## src/core/standard_timer_pkg.sv

```systemverilog
// shared constants, register map, field layout and types of the timer
// assumes one 8-bit register port with a 3-bit address
`default_nettype none

package standard_timer_pkg;

   ////////////////////////////////////////////////////////////////////////////
   // widths
   localparam int CNT_W  = 10;
   localparam int ADDR_W = 3;
   localparam int DATA_W = 8;
   localparam int CMPP_W = 3;

   ////////////////////////////////////////////////////////////////////////////
   // register offsets
   localparam logic [ADDR_W-1:0] OFS_CTRL0   = 3'h0;
   localparam logic [ADDR_W-1:0] OFS_CTRL1   = 3'h1;
   localparam logic [ADDR_W-1:0] OFS_CNT_LO  = 3'h2;
   localparam logic [ADDR_W-1:0] OFS_CNT_HI  = 3'h3;
   localparam logic [ADDR_W-1:0] OFS_CMPA_LO = 3'h4;
   localparam logic [ADDR_W-1:0] OFS_CMPA_HI = 3'h5;
   localparam logic [ADDR_W-1:0] OFS_FLAGS   = 3'h6;

   ////////////////////////////////////////////////////////////////////////////
   // field positions
   localparam int CTRL0_ON_BIT  = 3;
   localparam int CTRL0_CMPP_LO = 0;
   localparam int FLAG_A_BIT    = 0;
   localparam int FLAG_P_BIT    = 1;
   localparam int HI_BITS_W     = 2;

   ////////////////////////////////////////////////////////////////////////////
   // reset values
   localparam logic [CMPP_W-1:0] CMPP_RST  = 3'h0;
   localparam logic [CNT_W-1:0]  CMPA_RST  = 10'h000;
   localparam logic [CNT_W-1:0]  CNT_RST   = 10'h000;
   localparam logic [DATA_W-1:0] CTRL1_RST = 8'h00;

   ////////////////////////////////////////////////////////////////////////////
   // counting constants
   localparam logic [CNT_W:0]    FULL_PERIOD = 11'h400;
   localparam logic [CNT_W:0]    ONE_STEP    = 11'h001;
   localparam logic [6:0]        P_STEP_ZERO = 7'h00;
   localparam logic [CNT_W-1:0]  CMPA_ZERO   = 10'h000;
   localparam logic [CMPP_W-1:0] CMPP_ZERO   = 3'h0;

   ////////////////////////////////////////////////////////////////////////////
   // pin action codes, compare mode and pwm mode readings
   localparam logic [1:0] PA_NONE     = 2'h0;
   localparam logic [1:0] PA_LOW      = 2'h1;
   localparam logic [1:0] PA_HIGH     = 2'h2;
   localparam logic [1:0] PA_TOGGLE   = 2'h3;
   localparam logic [1:0] PA_INACTIVE = 2'h0;
   localparam logic [1:0] PA_ACTIVE   = 2'h1;
   localparam logic [1:0] PA_WAVE     = 2'h2;
   localparam logic [1:0] PA_PULSE    = 2'h3;

   // operating modes in field order
   typedef enum logic [1:0] {
      MODE_COMPARE,
      MODE_CAPTURE,
      MODE_PWM,
      MODE_TIMER
   } mode_t;

   // second control register layout, bit 7 first
   typedef struct packed {
      logic mode_select_hi;
      logic mode_select_lo;
      logic pin_action_hi;
      logic pin_action_lo;
      logic output_initial_level;
      logic output_invert;
      logic period_duty_swap;
      logic clear_select;
   } ctrl1_t;

endpackage

`default_nettype wire

```

## src/core/standard_timer.sv

```systemverilog
// 10-bit standard timer: compare output, timer/counter and pwm modes
// assumes a one-cycle register port and an asynchronous count clock pin
`timescale 1ns/1ns
`default_nettype none

module standard_timer
   import standard_timer_pkg::*;
(
   input  wire logic              clk,
   input  wire logic              sys_rst,
   input  wire logic              ce,
   input  wire logic [ADDR_W-1:0] addr,
   input  wire logic [DATA_W-1:0] wr_data,
   input  wire logic              wr_en,
   input  wire logic              rd_en,
   output var  logic [DATA_W-1:0] rd_data,
   input  wire logic              count_clk_pin,
   output var  logic              timer_out,
   output var  logic              timer_out_oe,
   output var  logic              match_a_req,
   output var  logic              match_p_req
);

   ////////////////////////////////////////////////////////////////////////////
   // declarations
   logic              counter_on_r;
   logic              counter_on_prev_r;
   logic [CMPP_W-1:0] compare_p_value_r;
   ctrl1_t            ctrl1_r;
   logic [CNT_W-1:0]  compare_a_value_r;
   logic [CNT_W-1:0]  cnt_r;
   logic              match_a_flag_r;
   logic              match_p_flag_r;
   logic              cmp_level_r;
   logic              tick_lvl;
   logic              tick_prev_r;
   logic              tick;
   logic              on_rise;
   logic              step;
   mode_t             mode;
   logic              pwm_mode;
   logic              cmp_like;
   logic [1:0]        pin_action;
   logic [CNT_W:0]    cnt_inc;
   logic [CNT_W:0]    p_val;
   logic [CNT_W:0]    a_val;
   logic [CNT_W:0]    period_val;
   logic [CNT_W:0]    duty_val;
   logic              hit_a;
   logic              hit_p;
   logic              clear_cnt;
   logic              set_a;
   logic              set_p;
   logic              clr_a;
   logic              clr_p;
   logic              pwm_act;
   logic              pwm_lvl;
   logic              pin_nxt;
   logic              oe_nxt;
   logic [DATA_W-1:0] rd_nxt;

   // register hit decode, shared by all write and clear paths
   function automatic logic reg_hit(input logic [ADDR_W-1:0] a,
                                    input logic [ADDR_W-1:0] ofs,
                                    input logic              strobe);
      return strobe && (a == ofs);
   endfunction

   ////////////////////////////////////////////////////////////////////////////
   // count clock input: synchronise then detect rising edge
   tick_sync #(
      .STAGES   (2)
   ) u_tick_sync (
      .clk      (clk),
      .sys_rst  (sys_rst),
      .ce       (ce),
      .async_in (count_clk_pin),
      .sync_out (tick_lvl)
   );

   // edge history of the synchronised tick
   always_ff @(posedge clk or posedge sys_rst) begin
      if (sys_rst) begin
         tick_prev_r <= 1'b0;
      end else if (ce) begin
         tick_prev_r <= tick_lvl;
      end
   end

   assign tick = tick_lvl & ~tick_prev_r;

   ////////////////////////////////////////////////////////////////////////////
   // control registers
   always_ff @(posedge clk or posedge sys_rst) begin
      if (sys_rst) begin
         counter_on_r      <= 1'b0;
         compare_p_value_r <= CMPP_RST;
      end else if (ce && reg_hit(addr, OFS_CTRL0, wr_en)) begin
         counter_on_r      <= wr_data[CTRL0_ON_BIT];
         compare_p_value_r <= wr_data[CTRL0_CMPP_LO +: CMPP_W];
      end
   end

   // mode, pin action, polarity, swap and clear select
   always_ff @(posedge clk or posedge sys_rst) begin
      if (sys_rst) begin
         ctrl1_r <= ctrl1_t'(CTRL1_RST);
      end else if (ce && reg_hit(addr, OFS_CTRL1, wr_en)) begin
         ctrl1_r <= ctrl1_t'(wr_data);
      end
   end

   // compare-A value, an 8-bit low part and a 2-bit high part
   always_ff @(posedge clk or posedge sys_rst) begin
      if (sys_rst) begin
         compare_a_value_r <= CMPA_RST;
      end else if (ce) begin
         if (reg_hit(addr, OFS_CMPA_LO, wr_en)) begin
            compare_a_value_r[7:0] <= wr_data;
         end
         if (reg_hit(addr, OFS_CMPA_HI, wr_en)) begin
            compare_a_value_r[CNT_W-1:8] <= wr_data[HI_BITS_W-1:0];
         end
      end
   end

   // counter-on history for edge detection
   always_ff @(posedge clk or posedge sys_rst) begin
      if (sys_rst) begin
         counter_on_prev_r <= 1'b0;
      end else if (ce) begin
         counter_on_prev_r <= counter_on_r;
      end
   end

   ////////////////////////////////////////////////////////////////////////////
   // mode and match decode
   assign mode       = mode_t'({ctrl1_r.mode_select_hi,
                                ctrl1_r.mode_select_lo});
   assign pin_action = {ctrl1_r.pin_action_hi, ctrl1_r.pin_action_lo};
   assign pwm_mode   = (mode == MODE_PWM);
   assign cmp_like   = (mode == MODE_COMPARE) || (mode == MODE_TIMER);
   assign on_rise    = counter_on_r & ~counter_on_prev_r;
   assign step       = counter_on_r & tick;
   assign cnt_inc    = {1'b0, cnt_r} + ONE_STEP;
   assign a_val      = {1'b0, compare_a_value_r};

   // compare-P code in steps of 128, code zero means a full count
   assign p_val = (compare_p_value_r == CMPP_ZERO) ? FULL_PERIOD
                : {1'b0, compare_p_value_r, P_STEP_ZERO};

   // match A never fires on a zero compare value
   assign hit_a = (compare_a_value_r != CMPA_ZERO)
                  && (cnt_inc == a_val);
   assign hit_p = (cnt_inc == p_val);

   // period and duty selection for pwm
   always_comb begin
      if (ctrl1_r.period_duty_swap) begin
         period_val = (compare_a_value_r == CMPA_ZERO) ? FULL_PERIOD
                      : a_val;
         duty_val   = p_val;
      end else begin
         period_val = p_val;
         duty_val   = a_val;
      end
   end

   // clear condition per mode
   always_comb begin
      if (pwm_mode) begin
         clear_cnt = (cnt_inc == period_val);
      end else if (cmp_like) begin
         clear_cnt = ctrl1_r.clear_select ? hit_a : hit_p;
      end else begin
         clear_cnt = hit_p;
      end
   end

   // flag set conditions
   assign set_a = step && hit_a && (mode != MODE_CAPTURE);
   assign set_p = step && hit_p
                  && !(cmp_like && ctrl1_r.clear_select);
   assign clr_a = reg_hit(addr, OFS_FLAGS, wr_en) && wr_data[FLAG_A_BIT];
   assign clr_p = reg_hit(addr, OFS_FLAGS, wr_en) && wr_data[FLAG_P_BIT];

   ////////////////////////////////////////////////////////////////////////////
   // 10-bit counter
   always_ff @(posedge clk or posedge sys_rst) begin
      if (sys_rst) begin
         cnt_r <= CNT_RST;
      end else if (ce) begin
         if (on_rise) begin
            cnt_r <= CNT_RST;
         end else if (step) begin
            cnt_r <= clear_cnt ? CNT_RST : cnt_inc[CNT_W-1:0];
         end
      end
   end

   ////////////////////////////////////////////////////////////////////////////
   // sticky match flags, set wins over clear
   always_ff @(posedge clk or posedge sys_rst) begin
      if (sys_rst) begin
         match_a_flag_r <= 1'b0;
         match_p_flag_r <= 1'b0;
      end else if (ce) begin
         match_a_flag_r <= set_a | (match_a_flag_r & ~clr_a);
         match_p_flag_r <= set_p | (match_p_flag_r & ~clr_p);
      end
   end

   // one-cycle requests toward interrupt logic
   always_ff @(posedge clk or posedge sys_rst) begin
      if (sys_rst) begin
         match_a_req <= 1'b0;
         match_p_req <= 1'b0;
      end else if (ce) begin
         match_a_req <= set_a;
         match_p_req <= set_p;
      end
   end

   ////////////////////////////////////////////////////////////////////////////
   // compare mode pin level
   always_ff @(posedge clk or posedge sys_rst) begin
      if (sys_rst) begin
         cmp_level_r <= 1'b0;
      end else if (ce) begin
         if (on_rise) begin
            cmp_level_r <= ctrl1_r.output_initial_level;
         end else if (set_a && (mode == MODE_COMPARE)) begin
            unique case (pin_action)
               PA_NONE:   cmp_level_r <= cmp_level_r;
               PA_LOW:    cmp_level_r <= 1'b0;
               PA_HIGH:   cmp_level_r <= 1'b1;
               PA_TOGGLE: cmp_level_r <= ~cmp_level_r;
            endcase
         end
      end
   end

   ////////////////////////////////////////////////////////////////////////////
   // pwm waveform: active from count zero up to the duty value
   assign pwm_act = ({1'b0, cnt_r} < duty_val);

   always_comb begin
      unique case (pin_action)
         PA_INACTIVE: pwm_lvl = ~ctrl1_r.output_initial_level;
         PA_ACTIVE:   pwm_lvl = ctrl1_r.output_initial_level;
         PA_WAVE:     pwm_lvl = pwm_act ? ctrl1_r.output_initial_level
                                        : ~ctrl1_r.output_initial_level;
         PA_PULSE:    pwm_lvl = ~ctrl1_r.output_initial_level;
      endcase
   end

   // final pin with polarity; undriven outside compare and pwm
   always_comb begin
      unique case (mode)
         MODE_COMPARE: begin
            pin_nxt = cmp_level_r ^ ctrl1_r.output_invert;
            oe_nxt  = 1'b1;
         end
         MODE_PWM: begin
            pin_nxt = pwm_lvl ^ ctrl1_r.output_invert;
            oe_nxt  = 1'b1;
         end
         MODE_CAPTURE, MODE_TIMER: begin
            pin_nxt = 1'b0;
            oe_nxt  = 1'b0;
         end
      endcase
   end

   // registered pin drive
   always_ff @(posedge clk or posedge sys_rst) begin
      if (sys_rst) begin
         timer_out    <= 1'b0;
         timer_out_oe <= 1'b0;
      end else if (ce) begin
         timer_out    <= pin_nxt;
         timer_out_oe <= oe_nxt;
      end
   end

   ////////////////////////////////////////////////////////////////////////////
   // read mux, unused and unmapped bits read zero
   always_comb begin
      rd_nxt = '0;
      unique case (addr)
         OFS_CTRL0: begin
            rd_nxt[CTRL0_ON_BIT]             = counter_on_r;
            rd_nxt[CTRL0_CMPP_LO +: CMPP_W]  = compare_p_value_r;
         end
         OFS_CTRL1:   rd_nxt = ctrl1_r;
         OFS_CNT_LO:  rd_nxt = cnt_r[7:0];
         OFS_CNT_HI:  rd_nxt[HI_BITS_W-1:0] = cnt_r[CNT_W-1:8];
         OFS_CMPA_LO: rd_nxt = compare_a_value_r[7:0];
         OFS_CMPA_HI: rd_nxt[HI_BITS_W-1:0] = compare_a_value_r[CNT_W-1:8];
         OFS_FLAGS: begin
            rd_nxt[FLAG_A_BIT] = match_a_flag_r;
            rd_nxt[FLAG_P_BIT] = match_p_flag_r;
         end
         default:     rd_nxt = '0;
      endcase
   end

   // read data stands one cycle after the strobe only
   always_ff @(posedge clk or posedge sys_rst) begin
      if (sys_rst) begin
         rd_data <= '0;
      end else if (ce) begin
         rd_data <= rd_en ? rd_nxt : '0;
      end
   end
endmodule

`default_nettype wire

```

## src/core/tick_sync.sv

```systemverilog
// two-stage synchroniser for the external count clock level
// assumes the input is asynchronous to clk; output is a clean level
`timescale 1ns/1ns
`default_nettype none

module tick_sync #(
   parameter int STAGES = 2
) (
   input  wire logic clk,
   input  wire logic sys_rst,
   input  wire logic ce,
   input  wire logic async_in,
   output var  logic sync_out
);

   logic [STAGES-1:0] chain_r;

   ////////////////////////////////////////////////////////////////////////////
   // shift chain, only the last stage is read
   always_ff @(posedge clk or posedge sys_rst) begin
      if (sys_rst) begin
         chain_r <= '0;
      end else if (ce) begin
         chain_r <= {chain_r[STAGES-2:0], async_in};
      end
   end

   assign sync_out = chain_r[STAGES-1];

endmodule

`default_nettype wire

```

## config.mk

```make
export PLATFORM = sky130hd
export DESIGN_NAME = standard_timer
export DESIGN_NICKNAME = d
export VERILOG_FILES = /design/src/core/standard_timer_pkg.sv /design/src/core/standard_timer.sv /design/src/core/tick_sync.sv
export SDC_FILE = /design/constraint.sdc
export NUM_CORES = 1
export LEC_CHECK = 0
export ABC_AREA = 0
export BUFFER_PORTS_ARGS = -buffer_cell sky130_fd_sc_hd__buf_4
export CAP_MARGIN = 20
export CORE_MARGIN = 2
export CORE_UTILIZATION = 55
export CTS_CLUSTER_SIZE = 12
export DETAILED_ROUTE_END_ITERATION = 7
export GPL_ROUTABILITY_DRIVEN = 0
export MAX_ROUTING_LAYER = met4
export PLACE_DENSITY_LB_ADDON = 0.08
export SYNTH_ARGS = -nofsm -noshare
export SYNTH_HDL_FRONTEND = slang
export SYNTH_SLANG_ARGS = --single-unit
```

## constraint.sdc

```tcl
create_clock -name clk -period 3.1 [get_ports clk]
set_input_delay 0.155 -clock clk [delete_from_list [all_inputs] [get_ports clk]]
set_output_delay 0.155 -clock clk [all_outputs]
set_load 0.01 [all_outputs]
```

# After elaboration in Yosys (flattened, before gate mapping)
# Index checks and enable logic that the tools add are counted.
# word_totals
elab_cells	112
regBits	51
out_inout_bits	12
in_bits	17
# op_classes
reduce_logical	33
muxes	21
n_addsub	1
magnitude_cmp	1
n_eq_ne	17
bitwise	15
# ops
cell	n
two-way mux 11 bit	4
two-way mux 10 bit	3
== test 11 bit	2
logical AND 1 bit	16
one-hot mux 2 bit (7 select lines)	1
one-hot mux 4 bit (3 select lines)	1
adder 10 x 1 -> 11 bit (second input constant)	1
== test 11 x 10 -> 1 bit	1
less-than comparator 10 x 11 -> 1 bit	1
zero test 10 bit	1
nonzero test 10 bit	1
== test 3 bit (second input constant)	3
one-hot mux 1 bit (3 select lines)	3
== test 2 bit (second input constant)	4
two-way mux 8 bit	1
one-hot mux 2 bit (4 select lines)	1
== test 3 x 2 -> 1 bit (second input constant)	2
zero test 3 bit	2
two-way mux 1 bit	6
inverter 1 bit	6
AND reduction 2 bit	3
OR reduction 2 bit	3
bitwise AND 1 bit	5
== test 2 x 1 -> 1 bit (second input constant)	2
other kinds (11)	15

# Depth between registers and ports, before layout
# Gate-level depths: netlist (run 1).
# logic_depth
depth_word	9
ltp_mapped	12
ltp_nobuf	10

# By module
# A second synthesis (run 1) with hierarchy kept.
# hier_totals
cells_unflattened	408
area_unflattened_um2	3689.8
# modules_own_cells
mod	cells_per_inst	area_per_inst_um2	seq_area_each_um2	n_inst
standard_timer	403	3613.5	1226.2	1
tick_sync	5	76.3	50.0	1

# Worst setup path before layout (run 1)
# No wires, ideal clock.
# synth_path
kind	reg2reg
from	register cnt_r[1]
to	register cnt_r[2]
synth_period_minus_slack_ps	2683
setup_time_ps	130
arrival_ps	2553
n_path_buf	3
slack_ps	417
stages_incl_launch_ff	13
required_ps	2970
path_cell_list	dfrtp_1 -> ha_1 -> buf_4 -> xnor2_1 -> a221o_1 -> a221o_1 -> a221oi_2 -> a21oi_1 -> or3_1 -> buf_2 -> buf_6 -> a41oi_2 -> a31oi_1
# synth_between
elab_chain_len	9
elab_cells_between_ends	11
classes_between	add/sub: 1; eq/ne: 3; mux: 6; reduce/logical: 1
# synth_rtl
item	line_no	rtl
from (decl)	standard_timer.sv:31	logic [CNT_W-1:0] cnt_r;
from (signal assigned)	standard_timer.sv:196	cnt_r <= clear_cnt ? CNT_RST : cnt_inc[CNT_W-1:0];
adder 10 x 1 -> 11 bit *	standard_timer.sv:145	assign cnt_inc = {1'b0, cnt_r} + ONE_STEP;
== test 11 x 10 -> 1 bit	standard_timer.sv:154	&& (cnt_inc == a_val);
logical AND 1 bit	standard_timer.sv:154	
two-way mux 1 bit	standard_timer.sv:174	clear_cnt = ctrl1_r.clear_select ? hit_a : hit_p;
two-way mux 1 bit	standard_timer.sv:173	end else if (cmp_like) begin
two-way mux 1 bit	standard_timer.sv:171	if (pwm_mode) begin
two-way mux 10 bit *	standard_timer.sv:196	
two-way mux 10 bit *	standard_timer.sv:195	end else if (step) begin
two-way mux 10 bit *	standard_timer.sv:193	if (on_rise) begin
# Mark *: on every way between the ends. The rest lies on a longest branch, timed or not. The select of a mux whose other input is x is not followed.
# A chain may end at the register's enable or synchronous reset.

# Worst setup path after layout (run 1)
# layout_path
from	register cnt_r[1]
to	register cnt_r[6]
# Same word-level chain as after synthesis.

==> summary.md, run 1 <==
| Metric | Value |
|---|---|
| Total wire length | `9.66 mm` |
| DIE WIDTH | `85.3 µm` |
| Max cap viols | `0` |
| Synthesis-to-finish area growth | `10.3%` |
| Top FF cell, synth | `dfrtp_1` |
| Fill count | `545` |
| Required @ worst endpoint | `between 3 and 4 ns` |
| Max Slew Vio Count | `0` |
| Core area | `0.00639 mm²` |
| Crit-path cells | `ha_1, buf_4, and3_1, o211a_1, o211ai_1, nor4_1, o2111ai_1, a21o_1, a41oi_1, a31oi_1` |
| Net switching fraction of the power | `36.0%` |
| Setup CP Type | `reg -> reg` |
| Outcome | `finished, final reports clean` |
| Lkg Pwr | `about 1.7 nW` |
| ANT nets after route | `0` |
| Max_slew headroom | `46.1%` |
| FP Rows | `29` |
| Startpoint types | `register` |
| Final setup fails | `0` |
| NumNets Final | `448` |
| Total GRT Usage | `between 20% and 30%` |
| Largest net degree at the start of global routing | `52` |
| CP max stage cell | `dfrtp_1` |
| Arrival time at the worst endpoint | `~3.0 ns` |
| NetSw | `0.718 mW` |
| Utilization after layout | `approximately 63%` |
| Hold Crit Class | `in -> reg` |
| CTS Buffer Depth | `2` |
| Die height | `85.3 µm` |
| Register share of total power | `46.1%` |
| WL/cell | `19.7 µm` |
| Clock slew at reported path FFs | `0.10 ns` |
| Synth Register Bits | `about 50` |
| Port bufs | `28` |
| Clock skew | `0.00613 ns` |
| Initial antenna violation count | `0` |
| H-tree Lvls | `2` |
| WHS Path Cells | `3` |
| Critical Path Sink Type | `register` |
| Critical Path Fanout Max | `14` |
| Clock sink count | `51` |
| Worst-Skew Late Latency | `0.31 ns` |
| Power, Total | `approximately 2 mW` |
| Synthesized instance count | `397` |
| Warning count from the yosys run | `0` |
| Slowest Stage Delay on Critical Path | `between 0.4 and 0.5 ns` |
| Clock Power Share | `20.9%` |
| CTS tree | `built` |
| R2R cell count | `10` |
| Fmax | `350 MHz` |
| TNS Setup | `0 ns` |
| Vias per inst | `about 6.4` |
| Logic pwr share | `between 30 and 40%` |
| Initial DRT Pass Iterations | `7` |
| Iter 0 DRT Violations | `308` |
| Asr flop ratio synth | `100%` |
| Post-synthesis cell type count | `55` |
| Avg Inst Size Synth | `slightly above 9 µm²` |
| Pwr dens | `497 mW/mm²` |
| Hold Slack | `between 0.04 and 0.05 ns` |
| Ant diodes | `0` |
| Worst-Margin Slew | `between 0.8 and 0.9 ns` |
| Post-synth EDFFs | `0` |
| Sequential share of the synthesized area | `35.1%` |
| Vias | `3154` |
| Io pins | `29` |
| Dpl hpwl | `a little over 7 mm` |
| Vias in the first global route | `3006` |
| Syn Nets | `~430` |
| RSZ-0062 raised after global routing | `no` |
| Die ar. | `0.00728 mm²` |
| Residual DRC | `0` |
| Clock Root Buffer | `clkbuf_8` |
| Mapped cell area | `between 0.003 and 0.004 mm²` |
| Final period util | `roughly 92%` |
| Peak VDD IR | `0.322 mV` |
| Congestion Overflow GR | `0` |
| Internal power | `1.28 mW` |
| Shortest period the worst path allows | `2.85 ns` |
| First-pass GRT wire length | `15.8 mm` |
| Share of layout cells above drive strength 1 | `20.8%` |
| Final hold vios | `0` |
| CTS Buf Count | `5` |
| Initial core utilization | `around 57%` |
[timing repair]
action | in CTS | in global routing
endpoints found under the hold margin | 0 | 8
endpoints found under the setup margin | 0 | 10
gates resized for setup | 0 | 2
buffers inserted | 0 | 0
hold buffers | 0 | 1
[critical path: cells and delay by family (launching register included)]
kind                       cells  cell delay, ns
AOI/OAI and AO/OA              6            1.29
and+or+nand+nor                2            0.50
DFF                            1            0.46
adders and majority gates      1            0.30
buffers and inverters          1            0.17
[flip-flops by register name, indices dropped and copies added (netlist names), 2 cells and up]
register / count
cnt_r: 10
rd_data: 8
compare_p_value_r: 3
compare_a_value_r: 10
ctrl1_r: 8
u_tick_sync.chain_r: 2
[area by class of cell]
cell class / count / area [µm²] / share of cell area, %
clock inverter: 2 / 13.8 / 0.343
timing repair buffer: 43 / 338 / 8.42
tap: 77 / 96.3 / 2.40
sequential: 51 / 1280 / 31.8
clock buffer: 6 / 82.6 / 2.06
multi-input combinational: 289 / 2120 / 52.8
inverter: 23 / 86.3 / 2.15
[synth_stat cells (3+ instances only)]
library cell,count,area share (%)
o221a_2,3,0.93
a21oi_1,21,2.9
o22ai_1,10,1.7
nand3b_1,4,0.83
mux2_2,20,6.2
nand4b_1,8,1.9
nand3_1,13,1.8
ha_1,18,6.2
a41oi_1,4,0.96
o211ai_1,3,0.62
xnor2_1,11,2.7
nor3_1,6,0.83
nor4_1,5,0.86
or3_1,3,0.52
mux2i_1,12,3.3
buf_4,4,0.83
a22oi_1,5,1.0
dfrtp_1,51,35
nor3b_1,3,0.62
buf_2,7,0.96
and3_1,4,0.69
o21ai_0,24,3.3
a21o_1,3,0.62
nor2_1,20,2.1
buf_1,4,0.41
a31oi_1,7,1.2
clkbuf_1,17,1.8
nor2b_1,6,1.0
xor2_1,4,0.96
and2_1,5,0.86
inv_1,23,2.4
nand2b_1,8,1.4
nand2_1,30,3.1
[kinds of logic after synthesis]
group / share of synthesized area (%)
simple gates: 19.7
compound gates: 17.1
buf+inv: 6.95
flops: 35.1
mux: 10.1
fa+ha+maj: 6.20
xor+xnor: 4.85
[stage by stage]
stage / setup slack, ns / cell area, µm² / instances
floorplan: 0.417 / 3630 / 397
global placement: 0.261 / 3870 / 481
detailed placement: 0.173 / 3870 / 481
CTS: 0.163 / 3970 / 489
global route: 0.0204 / 4010 / 491
finish: 0.246 / 4010 / 491
[metal layers]
metal | wire length (µm) | vias to the layer above | global-route usage [%]
li1 | - | 1456 | -
met3 | 702 | 27 | 4.28
met1 | 4160 | 1530 | 39.8
met4 | 278 | 0 | 9.24
met2 | 4520 | 141 | 43.2
met5 | 0 | - | -
[power by group through the flow]
stage,sequential [mW],combinational (mW),clock [mW]
after floorplan,0.862,0.495,0
after global placement,0.920,0.631,0
after detailed placement,0.925,0.644,0
after CTS,0.911,0.646,0.426
after global routing,0.933,0.737,0.451
final,0.919,0.659,0.417
[worst paths after layout]
check / startpoint / to / slack [ns]
setup / recovery: cnt_r[1] / cnt_r[6] / 0.25
hold / removal: wr_data[4] / ctrl1_r[4] / 0.05
setup reg to reg: cnt_r[1] / cnt_r[6] / 0.25
hold reg to reg: u_tick_sync.chain_r[0] / u_tick_sync.chain_r[0] / 0.51
max in group asynchronous: sys_rst / cnt_r[2] / 2.28
min in group asynchronous: sys_rst / rd_data[6] / 0.33
[cells in the final DEF (no fill, tap or decap), drive strengths merged, types with 6 or more instances in the layout]
cell	instances
clkbuf	6
inv	24
a21oi	21
dfrtp	51
nand2b	8
nor2b	6
o22ai	10
nor2	20
a31oi	7
a41oi	6
nand4b	8
xnor2	11
nand2	30
mux2	20
o21ai	24
buf	42
mux2i	12
nand3	14
ha	18
nor3	7
Note: power is estimated with default switching activity, not from simulation.
==> run 2: changes to the inputs <==
--- a/config.mk
+++ b/config.mk
@@ -6,12 +6,12 @@
 export NUM_CORES = 1
 export LEC_CHECK = 0
 export ABC_AREA = 0
-export BUFFER_PORTS_ARGS = -buffer_cell sky130_fd_sc_hd__buf_4
 export CAP_MARGIN = 20
 export CORE_MARGIN = 2
 export CORE_UTILIZATION = 55
 export CTS_CLUSTER_SIZE = 12
 export DETAILED_ROUTE_END_ITERATION = 7
+export DONT_BUFFER_PORTS = 1
 export GPL_ROUTABILITY_DRIVEN = 0
 export MAX_ROUTING_LAYER = met4
 export PLACE_DENSITY_LB_ADDON = 0.08
==> summary.md, run 2 (same netlist as run 1, synthesis figures left out) <==
| Metric | Value |
|---|---|
| Top Registers | `cnt_r: 10 flops, compare_a_value_r: 10 flops` |
| Vias | `3033` |
| Clock skew | `between 0.007 and 0.008 ns` |
| Clock Root Buffer | `clkbuf_8` |
| DIE WIDTH | `85.3 µm` |
| CTS Buffer Depth | `2` |
| Final setup fails | `0` |
| Io pins | `29` |
| Largest net degree at the start of global routing | `29` |
| H-tree Lvls | `2` |
| Initial antenna violation count | `0` |
| Max_slew headroom | `42.0%` |
| Dpl hpwl | `7.10 mm` |
| TNS Setup | `0 ns` |
| Final period util | `91.5%` |
| Setup CP Type | `reg -> reg` |
| Pwr dens | `521 mW/mm²` |
| Max cap viols | `0` |
| Iter 0 DRT Violations | `299` |
| Ant diodes | `0` |
| Initial DRT Pass Iterations | `5` |
| Peak VDD IR | `0.333 mV` |
| RSZ-0062 raised after global routing | `no` |
| Clock slew at reported path FFs | `0.10 ns` |
| Met1 WL | `4.28 mm` |
| WP buf/inv | `0` |
| Footprint of the multi-input gates | `0.00211 mm²` |
| ANT nets after route | `0` |
| Met3 routed WL | `625 µm` |
| First-pass GRT wire length | `15.8 mm` |
| Required @ worst endpoint | `3.28 ns` |
| Share of layout cells above drive strength 1 | `around 15%` |
| CTS Buf Count | `5` |
| Length of routed met2 wiring | `between 4 and 5 mm` |
| Critical Path Sink Type | `register` |
| Clock sink count | `51` |
| Final hold vios | `0` |
| Outcome | `finished, final reports clean` |
| Fill count | `545` |
| Reg2Reg Launch Point | `cnt_r[1]` |
| Family with the most delay on the worst path | `simple AND/OR/NAND/NOR gates` |
| NumNets Final | `430` |
| Synthesis-to-finish area growth | `7.33%` |
| FP Rows | `29` |
| Max Slew Vio Count | `0` |
| Arrival time at the worst endpoint | `3.01 ns` |
| CP startpoint | `cnt_r[1]` |
| Vias per inst | `about 6.4` |
| Lkg Pwr | `1.62 nW` |
| Total wire length | `9.55 mm` |
| Die height | `roughly 85 µm` |
| Most frequent cells in the layout | `51 x dfrtp_1, 30 x nand2_1, 24 x o21ai_0, 22 x inv_1, 21 x a21oi_1` |
| WL/cell | `20.2 µm` |
| Critical Path Fanout Max | `14` |
| Congestion Overflow GR | `0` |
| CTS tree | `built` |
| Vias in the first global route | `between 2k and 3k` |
| Residual DRC | `0` |
| Shortest period the worst path allows | `2.84 ns` |
| Port bufs | `0` |
| Reg area | `0.00128 mm²` |
| Utilization after layout | `around 60%` |
| Core area | `roughly 0.0064 mm²` |
| Initial core utilization | `56.9%` |
| Uppermost layer routed | `met4` |
| Slowest Stage Delay on Critical Path | `0.48 ns` |
| Startpoint types | `register` |
| Crit-path cells | `ha_1, nand2_1, or3_1, and2_1, a221oi_2, a21oi_1, or3_4, a41oi_1, a31oi_1` |
| Worst-Skew Late Latency | `between 0.3 and 0.4 ns` |
| Worst-Margin Slew | `between 0.8 and 0.9 ns` |
| Fmax | `353 MHz` |
| Commonest non-fill, non-tap cell in the layout | `dfrtp_1` |
| Total GRT Usage | `approximately 29%` |
| Hold Crit Start | `ce` |
| CP max stage cell | `or3_4` |
| Hold Crit Class | `in -> reg` |
| Die ar. | `around 0.0073 mm²` |
## run 2: final timing paths
path                            cells after the start  slack [ns]                     end
worst max-delay path                                9        0.26                cnt_r[9]
worst min-delay path                                2       0.009            timer_out_oe
worst max register to register                      9        0.26                cnt_r[9]
worst min register to register                      1        0.52  u_tick_sync.chain_r[0]
max in group asynchronous                           3        1.98              ctrl1_r[6]
min in group asynchronous                           2        0.36              rd_data[1]
## run 2: routing by layer
metal / GRT usage, % / up-vias
met5: - / -
met4: 8.08 / 0
li1: - / 1427
met2: 43.2 / 132
met3: 4.09 / 19
met1: 40.7 / 1455
## run 2: worst reg2reg max path, cell delays in order (launching register included)
cell and delay (ns):
dfrtp_1 0.46, ha_1 0.31, nand2_1 0.13, or3_1 0.35
and2_1 0.19, a221oi_2 0.35, a21oi_1 0.12, or3_4 0.48
a41oi_1 0.24, a31oi_1 0.06
## run 2: power breakdown
part	switching (mW)	internal (mW)	total, mW
clock	0.246	0.244	0.490
sequential	0.152	0.766	0.918
combinational	0.313	0.313	0.626
total	0.712	1.32	2.03
## run 2: per-stage QoR
| stage | hold slack, ns | worst slack [ns] | instances | area (µm²) | total power, mW |
|---|---|---|---|---|---|
| after CTS | 0.00565 | 0.157 | 473 | 3890 | 2.04 |
| after global placement | 0.136 | 0.235 | 454 | 3670 | 1.52 |
| final | 0.00896 | 0.263 | 473 | 3900 | 2.03 |
| after global routing | 0.0156 | 0.0411 | 473 | 3900 | 2.16 |
| after floorplan | 0.272 | 0.417 | 397 | 3630 | 1.36 |
| after detailed placement | 0.148 | 0.172 | 454 | 3670 | 1.53 |
## run 2: layout make-up
type | instances | area share [%]
inverters | 23 | 2.21
repair buffers | 25 | 5.52
clock buffers | 5 | 1.76
flip-flops and latches | 51 | 32.7
clock inverters | 3 | 1.19
well taps | 77 | 2.47
multi-input cells | 289 | 54.1
## run 2: repair_timing
item,CTS,global route
hold endpoints to repair,63,0
gates resized for setup,0,2
hold buffers,11,0
endpoints found under the setup margin,0,7
buffers inserted,0,0
==> run 3: changes to the inputs <==
--- a/config.mk
+++ b/config.mk
@@ -15,6 +15,8 @@
 export GPL_ROUTABILITY_DRIVEN = 0
 export MAX_ROUTING_LAYER = met4
 export PLACE_DENSITY_LB_ADDON = 0.08
+export SLEW_MARGIN = 5
 export SYNTH_ARGS = -nofsm -noshare
 export SYNTH_HDL_FRONTEND = slang
+export SYNTH_HIERARCHICAL = 1
 export SYNTH_SLANG_ARGS = --single-unit
==> summary.md, run 3 <==
| Metric | Value |
|---|---|
| Outcome | `finished, final reports clean` |
| Critical Path Sink Type | `register` |
| Internal power | `1.24 mW` |
| Die ar. | `0.00738 mm²` |
| ANT nets after route | `0` |
| Pre-CTS setup slack | `0.0846 ns` |
| Commonest non-fill, non-tap cell in the layout | `dfrtp_1` |
| Arrival time at the worst endpoint | `3.03 ns` |
| CTS Buf Count | `5` |
| TNS Setup | `0 ns` |
| Dpl hpwl | `7.12 mm` |
| Clock Root Buffer | `clkbuf_8` |
| CTS tree | `built` |
| DIE WIDTH | `around 86 µm` |
| Syn Nets | `443` |
| CP max stage cell | `dfrtp_1` |
| Top Registers | `cnt_r: 10 flops, compare_a_value_r: 10 flops` |
| Max Slew Vio Count | `0` |
| Sequential share of the synthesized area | `34.6%` |
| Final instance area | `0.00398 mm²` |
| Post-synthesis compound-gate area fraction | `16.1%` |
| Core area | `0.00642 mm²` |
| Hold Crit Start | `wr_data[1]` |
| Hold Crit Class | `in -> reg` |
| RSZ-0062 raised after global routing | `no` |
| Io pins | `29` |
| Total GRT Usage | `28.9%` |
| Logic pwr share | `32.0%` |
| Clock Power Share | `21.5%` |
| Largest net degree at the start of global routing | `50` |
| Synth Register Bits | `51` |
| Crit-path cells | `nand3_4, o21ai_2, a21oi_1, or4_4, nor3b_1, a31oi_2, a31oi_1, mux2i_1` |
| Family with the most delay on the worst path | `simple AND/OR/NAND/NOR gates` |
| Setup slack after layout | `0.253 ns` |
| Final period util | `between 90% and 100%` |
| Register share of total power | `between 40% and 50%` |
| Power, Total | `1.95 mW` |
| Post-synth EDFFs | `0` |
| Synth Area in XOR/XNOR | `4.58%` |
| FP Rows | `29` |
| Vias | `3094` |
| NumNets Final | `452` |
| Setup CP Type | `reg -> reg` |
| Fill count | `approximately 570` |
| Fmax | `~350 MHz` |
| Worst-Skew Late Latency | `0.31 ns` |
| CTS Buffer Depth | `2` |
| Clock slew at reported path FFs | `approximately 0.10 ns` |
| Synthesis-to-finish area growth | `7.83%` |
| Slowest Stage Delay on Critical Path | `0.69 ns` |
| Initial core utilization | `57.5%` |
| Lkg Pwr | `1.70 nW` |
| WHS Path Cells | `1` |
| Congestion Overflow GR | `0` |
| Top FF cell, synth | `dfrtp_1` |
| Adder-Cell Fraction of Synth Area | `6.10%` |
| Worst R2R End | `cnt_r[2]` |
| Die height | `85.9 µm` |
| Max_slew headroom | `55.2%` |
| Placed Cells | `475` |
| Required @ worst endpoint | `3.28 ns` |
| Initial antenna violation count | `0` |
| Synth area leaders | `dfrtp_1 35%, ha_1 6.1%, mux2_2 4.9%, nand2_1 4.7%, mux2i_1 4.6%` |
| Synthesized instance count | `408` |
| WL/cell | `just under 20 µm` |
| Asr flop ratio synth | `100%` |
| Share of layout cells above drive strength 1 | `between 10% and 20%` |
| Shortest period the worst path allows | `2.85 ns` |
| Clock skew | `0.0118 ns` |
| Final Non-Filler Cells | `495` |
| Initial DRT Pass Iterations | `5` |
| Most frequent cells in the layout | `51 x dfrtp_1, 46 x nand2_1, 29 x o21ai_0, 26 x inv_1, 24 x nor2_1` |
| WHS Endpoint | `compare_a_value_r[9]` |
| Iter 0 DRT Violations | `about 350` |
| Net switching fraction of the power | `36.3%` |
| Most common cell in the netlist | `dfrtp_1` |
| Setup repair bufs after CTS | `0` |
| Flop2flop setup slack | `0.25 ns` |
| Mapped cell area | `0.00369 mm²` |
| Vias per inst | `6.25` |
| Reg2Reg Launch Point | `cnt_r[2]` |
| R2R cell count | `8` |
| Ant diodes | `0` |
| Final hold vios | `0` |
| First-pass GRT wire length | `16.1 mm` |
| Max cap viols | `0` |
| Critical Path Fanout Max | `12` |
| Vias in the first global route | `~3.0k` |
| Post-synth top cells | `51 x dfrtp_1, 46 x nand2_1, 29 x o21ai_0` |
| Post-synthesis cell type count | `64` |
| Synth Area in Simple Gates | `about a fifth` |
| Mux contribution to synthesized area | `10.7%` |
| Area leader, netlist | `dfrtp_1` |
| NetSw | `0.709 mW` |
| Avg Inst Size Synth | `9.04 µm²` |
| Worst-Margin Slew | `approximately 0.67 ns` |
| Final setup fails | `0` |
| WP buf/inv | `0` |
| Utilization after layout | `62.0%` |
| H-tree Lvls | `2` |
| Residual DRC | `0` |
| Main combinational cell family by area after synthesis | `simple AND/OR/NAND/NOR gates` |
| Hold Slack | `0.0139 ns` |
| Peak VDD IR | `0.313 mV` |
| Pwr dens | `490 mW/mm²` |
| Total wire length | `9.61 mm` |
| Warning count from the yosys run | `6` |
| Startpoint types | `register` |
| Post-Place Cell Area | `0.00374 mm²` |
| Port bufs | `0` |
| Clock sink count | `between 50 and 60` |
| Yosys top cell area share | `approximately a third` |
-- run 3: cell types whose count changed after synthesis, sizes merged, moves of 6 or more --
cell    before  now
nand2       30   46
nand4b       8    0
o21ai       24   32
clkbuf      17   11
-- run 3: logic make-up (layout without fill, tap and decap cells) --
family	after synthesis	after routing
and+or+nand+nor	142	142
DFF	51	51
muxes	35	35
adders and majority gates	18	18
buffers and inverters	51	61
xor gates and xnor gates	16	16
AOI/OAI and AO/OA	95	95
-- run 3: power groups by stage --
stage / registers (mW) / logic, mW / clock network, mW
finish: 0.907 / 0.624 / 0.419
global placement: 0.913 / 0.573 / 0
floorplan: 0.870 / 0.446 / 0
CTS: 0.902 / 0.606 / 0.424
detailed placement: 0.915 / 0.587 / 0
global route: 0.921 / 0.697 / 0.451
-- run 3: cell type report --
class | instances | area (µm²) | share of cell area [%]
tap | 77 | 96.3 | 2.42
timing repair buffer | 25 | 228 | 5.72
sequential | 51 | 1280 | 32.1
multi-input combinational | 306 | 2180 | 54.7
clock buffer | 6 | 82.6 | 2.08
clock inverter | 2 | 13.8 | 0.346
inverter | 28 | 105 | 2.64
-- run 3: metal layers --
| metal | up-vias | routed length [µm] | GRT usage, % | share of wire [%] |
|---|---|---|---|---|
| li1 | 1479 | - | - | - |
| met1 | 1475 | 4300 | 41.8 | 45 |
| met2 | 125 | 4510 | 42.9 | 47 |
| met3 | 15 | 676 | 4.04 | 7.0 |
| met4 | 0 | 132 | 6.93 | 1.4 |
| met5 | - | 0 | - | 0 |
-- run 3: how the worst max path moves through the flow --
stage / start / to / slack (ns) / cells after the start
6_report: cnt_r[2] / cnt_r[2] / 0.25 / 8
5_1_grt: cnt_r[2] / cnt_r[6] / 0.01 / 9
4_1_cts: cnt_r[2] / cnt_r[6] / 0.05 / 8
3_5_place_dp: cnt_r[2] / cnt_r[6] / 0.08 / 8
3_3_place_gp: cnt_r[2] / cnt_r[6] / 0.20 / 8
2_1_floorplan: ctrl1_r[1] / timer_out / 0.66 / 11
-- run 3: timing repair --
item | in CTS | in global routing
setup endpoints to repair | 0 | 10
gates resized for setup | 0 | 2
hold buffers | 11 | 0
endpoints found under the hold margin | 47 | 0
-- run 3: worst register-to-register path: cells and delay by family, from the launching register on --
kind | cells | cell delay [ns]
DFF | 1 | 0.69
AOI/OAI and AO/OA | 4 | 0.88
muxes | 1 | 0.10
and+or+nand+nor | 3 | 1.05
